**src/verilog/unvm_regs.vh**
```
// constants for the user nonvolatile memory byte reader
`ifndef UNVM_REGS_VH
`define UNVM_REGS_VH
`define UNVM_BANKS 8
`define UNVM_BANK_BITS 128
`define UNVM_BYTES_PER_BANK 16
`define UNVM_ADDR_W 7
`define UNVM_BANK_MSB 6
`define UNVM_BANK_LSB 4
`define UNVM_BYTE_MSB 3
`define UNVM_BYTE_LSB 0
`define UNVM_PROG_IDLE 2'h0
`define UNVM_PROG_ERASE 2'h1
`define UNVM_PROG_WRITE 2'h2
`define UNVM_ERASE_VALUE 128'hFFFFFFFFFFFFFFFFFFFFFFFFFFFFFFFF
`endif

```
**src/verilog/unvm_reader.v**
```verilog
// user nonvolatile memory: fabric byte read port and programming-side access
// Contract
// - The block holds 1 kbit of user storage that keeps its contents and can be reprogrammed.
// - For programming, the storage is eight banks of 128 bits each.
// - Reads return one byte per request on a synchronous port clocked by the fabric clock.
// - The 7-bit read address picks the bank by its top three bits and the byte by the low four.
// - Only the programming port can erase or write; fabric logic has no write path.
// - Contents are readable both from the programming port and from fabric addressing.
// - A programming load may ask for decryption, and the data is then decrypted before storing.
`timescale 1ns/1ps
`default_nettype none
`include "unvm_regs.vh"
module unvm_reader #(
  parameter BANKS = `UNVM_BANKS,
  parameter BANK_BITS = `UNVM_BANK_BITS
) (
  input wire clk,
  input wire rst,
  // fabric read port
  input wire rd_en,
  input wire [`UNVM_ADDR_W-1:0] rd_addr,
  output reg [7:0] rd_data,
  output reg rd_valid,
  // programming side, already deserialised from the test port
  input wire prog_erase,
  input wire prog_write,
  input wire prog_decrypt,
  input wire [2:0] prog_bank,
  input wire [BANK_BITS-1:0] prog_wdata,
  input wire prog_rd,
  input wire [2:0] prog_rd_bank,
  // external decryption engine request and answer, then programming readback and busy
  output reg dec_req,
  output reg [BANK_BITS-1:0] dec_in,
  input wire dec_done,
  input wire [BANK_BITS-1:0] dec_out,
  output reg [BANK_BITS-1:0] prog_rdata,
  output reg prog_busy
);
  // ----------------------------------------------------------------
  // sequencer states
  // ----------------------------------------------------------------
  // the decrypt wait is internal only, so it has no shared code
  localparam [1:0] ST_IDLE = `UNVM_PROG_IDLE;
  localparam [1:0] ST_ERASE = `UNVM_PROG_ERASE;
  localparam [1:0] ST_WRITE = `UNVM_PROG_WRITE;
  localparam [1:0] ST_DECRYPT = 2'h3;
  localparam BYTE_W = 8;

  // ----------------------------------------------------------------
  // programming sequencer storage
  // ----------------------------------------------------------------
  reg [1:0] state;
  reg [1:0] next_state;
  reg [2:0] bank_sel;
  reg [2:0] next_bank_sel;
  reg [BANK_BITS-1:0] wbuf;
  reg [BANK_BITS-1:0] next_wbuf;
  reg next_dec_req;
  reg [BANK_BITS-1:0] next_dec_in;
  reg next_prog_busy;
  wire [BANKS-1:0] bank_hit;
  wire [BANKS-1:0] erase_vec;
  wire [BANKS-1:0] write_vec;
  wire [BANK_BITS*BANKS-1:0] store;

  // ----------------------------------------------------------------
  // request decode
  // ----------------------------------------------------------------
  // requests outside idle are dropped, not queued; erase wins over write
  wire seq_idle = (state == ST_IDLE);
  wire take_erase = seq_idle && prog_erase;
  wire take_write = seq_idle && prog_write && !prog_erase;
  wire take_plain = take_write && !prog_decrypt;
  wire take_cipher = take_write && prog_decrypt;

  // ----------------------------------------------------------------
  // sequencer next state
  // ----------------------------------------------------------------
  // plain loads take one cycle; decrypted loads wait for the engine
  // limitation: an engine that never answers holds the sequencer until reset
  always @* begin
    next_state = state;
    next_bank_sel = bank_sel;
    next_wbuf = wbuf;
    next_dec_req = 1'b0;
    next_dec_in = dec_in;
    next_prog_busy = prog_busy;
    case (state)
      ST_IDLE: begin
        if (take_erase) begin
          next_bank_sel = prog_bank;
          next_prog_busy = 1'b1;
          next_state = ST_ERASE;
        end
        if (take_plain) begin
          next_bank_sel = prog_bank;
          next_prog_busy = 1'b1;
          next_wbuf = prog_wdata;
          next_state = ST_WRITE;
        end
        if (take_cipher) begin
          next_bank_sel = prog_bank;
          next_prog_busy = 1'b1;
          next_dec_req = 1'b1;
          next_dec_in = prog_wdata;
          next_state = ST_DECRYPT;
        end
      end
      ST_ERASE: begin
        next_prog_busy = 1'b0;
        next_state = ST_IDLE;
      end
      ST_WRITE: begin
        next_prog_busy = 1'b0;
        next_state = ST_IDLE;
      end
      ST_DECRYPT: begin
        // only the decrypted word ever reaches the write buffer
        if (dec_done) begin
          next_wbuf = dec_out;
          next_state = ST_WRITE;
        end
      end
      default: begin
        next_prog_busy = 1'b0;
        next_state = ST_IDLE;
      end
    endcase
  end

  // ----------------------------------------------------------------
  // sequencer registers
  // ----------------------------------------------------------------
  always @(posedge clk or posedge rst) begin
    if (rst) begin
      state <= ST_IDLE;
      bank_sel <= 3'h0;
      wbuf <= {BANK_BITS{1'b0}};
      dec_req <= 1'b0;
      dec_in <= {BANK_BITS{1'b0}};
      prog_busy <= 1'b0;
    end else begin
      state <= next_state;
      bank_sel <= next_bank_sel;
      wbuf <= next_wbuf;
      dec_req <= next_dec_req;
      dec_in <= next_dec_in;
      prog_busy <= next_prog_busy;
    end
  end

  // ----------------------------------------------------------------
  // banks: only the programming sequencer drives erase and write
  // ----------------------------------------------------------------
  // one-hot strobes; the fabric port has no way into these
  genvar g;
  generate
    for (g = 0; g < BANKS; g = g + 1) begin : g_bank
      assign bank_hit[g] = (bank_sel == g);
      assign erase_vec[g] = (state == ST_ERASE) && bank_hit[g];
      assign write_vec[g] = (state == ST_WRITE) && bank_hit[g];
      unvm_bank #(.WIDTH(BANK_BITS)) u_bank (
        .clk(clk),
        .erase(erase_vec[g]),
        .write(write_vec[g]),
        .wdata(wbuf),
        .data(store[g*BANK_BITS +: BANK_BITS])
      );
    end
  endgenerate

  // ----------------------------------------------------------------
  // fabric read port
  // ----------------------------------------------------------------
  wire [2:0] rd_bank = rd_addr[`UNVM_BANK_MSB:`UNVM_BANK_LSB];
  wire [3:0] rd_byte = rd_addr[`UNVM_BYTE_MSB:`UNVM_BYTE_LSB];
  wire [BANK_BITS-1:0] rd_word = store[rd_bank*BANK_BITS +: BANK_BITS];
  reg [7:0] next_rd_data;
  reg next_rd_valid;

  // byte 0 is the low byte of the bank; one byte per request
  always @* begin
    next_rd_valid = rd_en;
    next_rd_data = rd_data;
    if (rd_en) begin
      next_rd_data = rd_word[rd_byte*BYTE_W +: BYTE_W];
    end
  end

  // address taken on this edge, byte shown until the next request
  always @(posedge clk or posedge rst) begin
    if (rst) begin
      rd_data <= 8'h00;
      rd_valid <= 1'b0;
    end else begin
      rd_data <= next_rd_data;
      rd_valid <= next_rd_valid;
    end
  end

  // ----------------------------------------------------------------
  // programming-side readback
  // ----------------------------------------------------------------
  reg [BANK_BITS-1:0] next_prog_rdata;

  // whole bank at once, matching the programming width
  always @* begin
    next_prog_rdata = prog_rdata;
    if (prog_rd) begin
      next_prog_rdata = store[prog_rd_bank*BANK_BITS +: BANK_BITS];
    end
  end

  always @(posedge clk or posedge rst) begin
    if (rst) begin
      prog_rdata <= {BANK_BITS{1'b0}};
    end else begin
      prog_rdata <= next_prog_rdata;
    end
  end
endmodule // unvm_reader
`default_nettype wire

```
**src/verilog/unvm_bank.v**
```verilog
// one 128-bit storage bank with erase and write from the programming side
`timescale 1ns/1ps
`default_nettype none
`include "unvm_regs.vh"
module unvm_bank #(
  parameter WIDTH = `UNVM_BANK_BITS
) (
  input wire clk,
  input wire erase,
  input wire write,
  input wire [WIDTH-1:0] wdata,
  output reg [WIDTH-1:0] data
);
  // storage is modelled as flops; reset does not clear it (nonvolatile)
  always @(posedge clk) begin
    if (erase) begin
      data <= `UNVM_ERASE_VALUE;
    end else if (write) begin
      data <= wdata;
    end
  end
endmodule // unvm_bank
`default_nettype wire

```
**config.mk**
```make
export PLATFORM = sky130hd
export DESIGN_NAME = unvm_reader
export DESIGN_NICKNAME = d
export VERILOG_FILES = /design/src/verilog/unvm_reader.v /design/src/verilog/unvm_bank.v
export VERILOG_INCLUDE_DIRS = /design/src /design/src/verilog
export SDC_FILE = /design/constraint.sdc
export NUM_CORES = 2
export LEC_CHECK = 0
export BUFFER_PORTS_ARGS = -buffer_cell sky130_fd_sc_hd__buf_2
export CORE_AREA = 2 2 404 486
export CTS_BUF_LIST = sky130_fd_sc_hd__clkbuf_4
export DETAILED_ROUTE_END_ITERATION = 10
export DIE_AREA = 0 0 406 488
export GPL_ROUTABILITY_DRIVEN = 0
export PLACE_DENSITY = 0.55
export SETUP_SLACK_MARGIN = 0.4
export SLEW_MARGIN = 30
export SYNTH_ARGS = -nofsm -noshare
export SYNTH_HDL_FRONTEND = slang
export SYNTH_SLANG_ARGS = --single-unit
export TNS_END_PERCENT = 10
```
**constraint.sdc**
```tcl
create_clock -name clk -period 31.6 [get_ports clk]
set_input_delay 3.16 -clock clk [delete_from_list [all_inputs] [get_ports clk]]
set_output_delay 3.16 -clock clk [all_outputs]
set_load 0.03 [all_outputs]
```
==> qor.yml <==
status:
  status: "finished, final reports clean"
clock_network:
  cts_tree: "done"
  clockBufferDepth: 4
  cts_buffers: 397
  cts.repair.resized: 0
  clock_latency_ns: 1.46
  cts_sinks: 1424
  ctsHoldBuffers: 0
  htree_levels: 5
  post_cts_buffers: 0
  clkTransAtPathRegs_ns: 0.07
  cts_root_buf: "clkbuf_4"
worst_setup_path:
  endpoint_kind: "register"
  critical_path_buf_inv_count: 3
  regToRegStartpoint: "state[0]"
  crit_start: "rd_addr[5]"
  required_ns: 32.88
  reg2reg_slack_ns: 27.22
  cp_data_arrival_time_ns: 7.20
  cpPeakStageDelay_ns: 0.82
  worstSetupStartpointType: "primary input"
  crit_type: "in -> reg"
  critPathMaxFanout: 77
  path_delay_family: "buffers and inverters"
  crit_slowest_cell: "buf_4"
  crit_chain: "buf_8, buf_4, nand2b_1, buf_4, o22ai_1, o22ai_1, a32oi_1, nor2_1, a311oi_2"
synthesis:
  synth.distinct_cells: 49
  synth-xor-area-share_pct: 0
  avgSynthCellArea_um2: 9.08
  synth_edf_count: 0
  synth-seq-cells: 1424
  synth-simple-area-share_pct: 24.2
  async_flop_share_pct: 28.1
  syn-cell-area_um2: 67200
  yosysSeqAreaShare_pct: 45.4
  synth_area_leaders: "dfxtp_1 30%, dfrtp_1 15%, nand2_1 15%"
  synth_mux_area_share_pct: 21.6
  synth_nets: 7687
  synth_compound_area_share_pct: 3.88
  synth_fa_ha_area_share_pct: 0.0930
  synth_top_area_share_pct: 30.5
  synth_top_cell_by_area: "dfxtp_1"
  ys_warn_count: 0
  yosys_most_used_dff: "dfxtp_1"
  synth_top_family_by_area: "simple AND/OR/NAND/NOR gates"
  syn_inst: 7405
global_route:
  grt.busiest_layer: "met2"
  met2_usage_pct: 43.6
  grt_pass1_wl_um: 395000
  grt.met3_usage_pct: 5.88
  antenna_found_initial: 10
  grt_max_degree: 129
  grt_pass1_vias: 59300
  grt.met1_usage_pct: 33.7
  overflow: 0
  grt_util_all_layers_pct: 26.7
sta:
  whs_ns: 0.465
  worst_pin_slew_ns: 1.10
  setup_viol: 0
  layout_min_cycle_time_ns: 5.92
  tns_ns: 0
  relSlewSlack_pct: 26.9
  drv_slew: 0
  finalHoldViolCount: 0
  fmax_ghz: 0.169
  rsz0062_at_grt: "no"
  period_share_pct: 18.7
  skew_ns: 0.144
die:
  fp-row-count: 177
  die_h_um: 488
  initial_core_util_pct: 34.8
  core_area_um2: 193000
  io_pins: 544
  die_w_um: 406
  die-area_um2: 198000
min_path:
  hold_path_class: "reg -> reg"
  min-delay-start: "dec_in[38]"
power_and_ir_drop:
  power_uw: 8240
  pwr-share-clk_pct: 21.3
  vdd_ir_drop_max_mv: 0.0488
  leakage_uw: 0.0350
  p_comb_share_pct: 34.8
  power.density_nw_per_um2: 108
  power.internal_uw: 4860
  seqPwrFrac_pct: 44.0
  switching_share_pct: 41.0
  p_sw_uw: 3380
route:
  route.vias.total: 59900
  wl_per_cell_um: 25.4
  drc: 0
  drt-pass1-iter-count: 6
  ant_nets: 0
  detail_route.vias_per_cell: 5.64
  wl_um: 270000
  drt_iter0_drc: 6252
job:
  maxCapViolCount: 0
place:
  io_buffers: 543
  dp_cells: 9891
  dp_hpwl_um: 156000
cells_and_area:
  fin_util_pct: 39.5
  final_cell_mix: "2601 x nand2_1, 1051 x nand3_1, 1024 x dfxtp_1, 593 x clkbuf_4, 534 x buf_2"
  nNetsFinal: 7980
  area_delta_synth_final_pct: 13.7
  multiInputGateArea_um2: 33700
  stdcell_count: 10600
  drive_gt1_share_pct: 21.7
  n_fill_cell: 19300
  register_area_um2: 30500
  layout_commonest_cell: "nand2_1"
[state kept, by name, indices dropped and copies added, names as in the netlist]
name and cells:
dec_req 1, wbuf 128, dec_in 128, state 2, bank_sel 3, prog_busy 1, g_bank.u_bank.data 1024, prog_rdata 128
rd_data 8, rd_valid 1
[synth_stat cells (3+ instances only)]
master and n:
nand2_1 2607, nand3_1 1059, dfxtp_1 1024, clkbuf_1 587
mux4_2 432, mux2i_1 411, dfrtp_1 400, nor2_1 155
a21oi_1 144, o21ai_0 131, buf_2 71, buf_1 45
o22ai_1 39, nor2b_1 37, o221ai_1 34, nand2b_1 26
mux4_1 21, o211ai_1 20, a22oi_1 19, a31oi_1 17
buf_6 14, buf_8 14, buf_4 11, a211oi_1 7
mux2_2 7, nand3b_1 7, nor3_1 7, a32oi_1 6
a311oi_2 5, and4b_1 5, ha_1 5, inv_1 5
o21ai_1 5, and3_1 3, buf_12 3, nand4_1 3
or2_2 3
[metrics by stage]
stage	area, um^2	setup WS, ns
after floorplan	67200	17.32
after global placement	71000	24.46
after detailed placement	71200	24.48
after CTS	76300	26.01
after global routing	76400	25.83
final	76400	25.68
[layer usage]
layer,wire (um),vias up
li1,-,26200
met1,103000,29300
met2,127000,3658
met3,28400,685
met4,11500,6
met5,33,-
[worst reg2reg max path, delay by kind of cell, from the launching register on]
kind,cells,cell delay [ns]
buffers and inverters,4,2.10
AND/OR/NAND/NOR,4,1.24
adder cells (fa/ha/maj),1,0.53
flip-flops,1,0.46
[final cells by class]
| type | instances | share of cell area [%] |
|---|---|---|
| diodes | 6 | 0.0196 |
| multi-input cells | 5231 | 44.1 |
| well taps | 2595 | 4.25 |
| clock inverters | 118 | 0.856 |
| repair buffers | 639 | 4.96 |
| inverters | 5 | 0.0409 |
| clock buffers | 593 | 5.83 |
| flip-flops and latches | 1424 | 39.9 |
[final timing paths]
kind	to	depth (start not counted)
min reg2reg	dec_in[38]	2
max reg2reg	g_bank[6].u_bank.data[16]	9
min	dec_in[38]	2
max	rd_data[1]	9
min in group asynchronous	dec_in[98]	2
max in group asynchronous	dec_in[11]	5
[kinds of logic after synthesis]
group                      after synthesis
AOI/OAI and AO/OA                      436
muxes                                  872
buffers and inverters                  750
DFF                                   1424
and+or+nand+nor                       3918
adders and majority gates                5
[power by group through the flow]
| stage | clock network (uW) | logic, uW | registers [uW] |
|---|---|---|---|
| after global routing | 1890 | 3120 | 3730 |
| after detailed placement | 0 | 2850 | 3640 |
| after floorplan | 0 | 1910 | 3460 |
| after global placement | 0 | 2790 | 3610 |
| final | 1750 | 2860 | 3620 |
| after CTS | 1790 | 2860 | 3610 |
(Power assumes the default switching activity.)
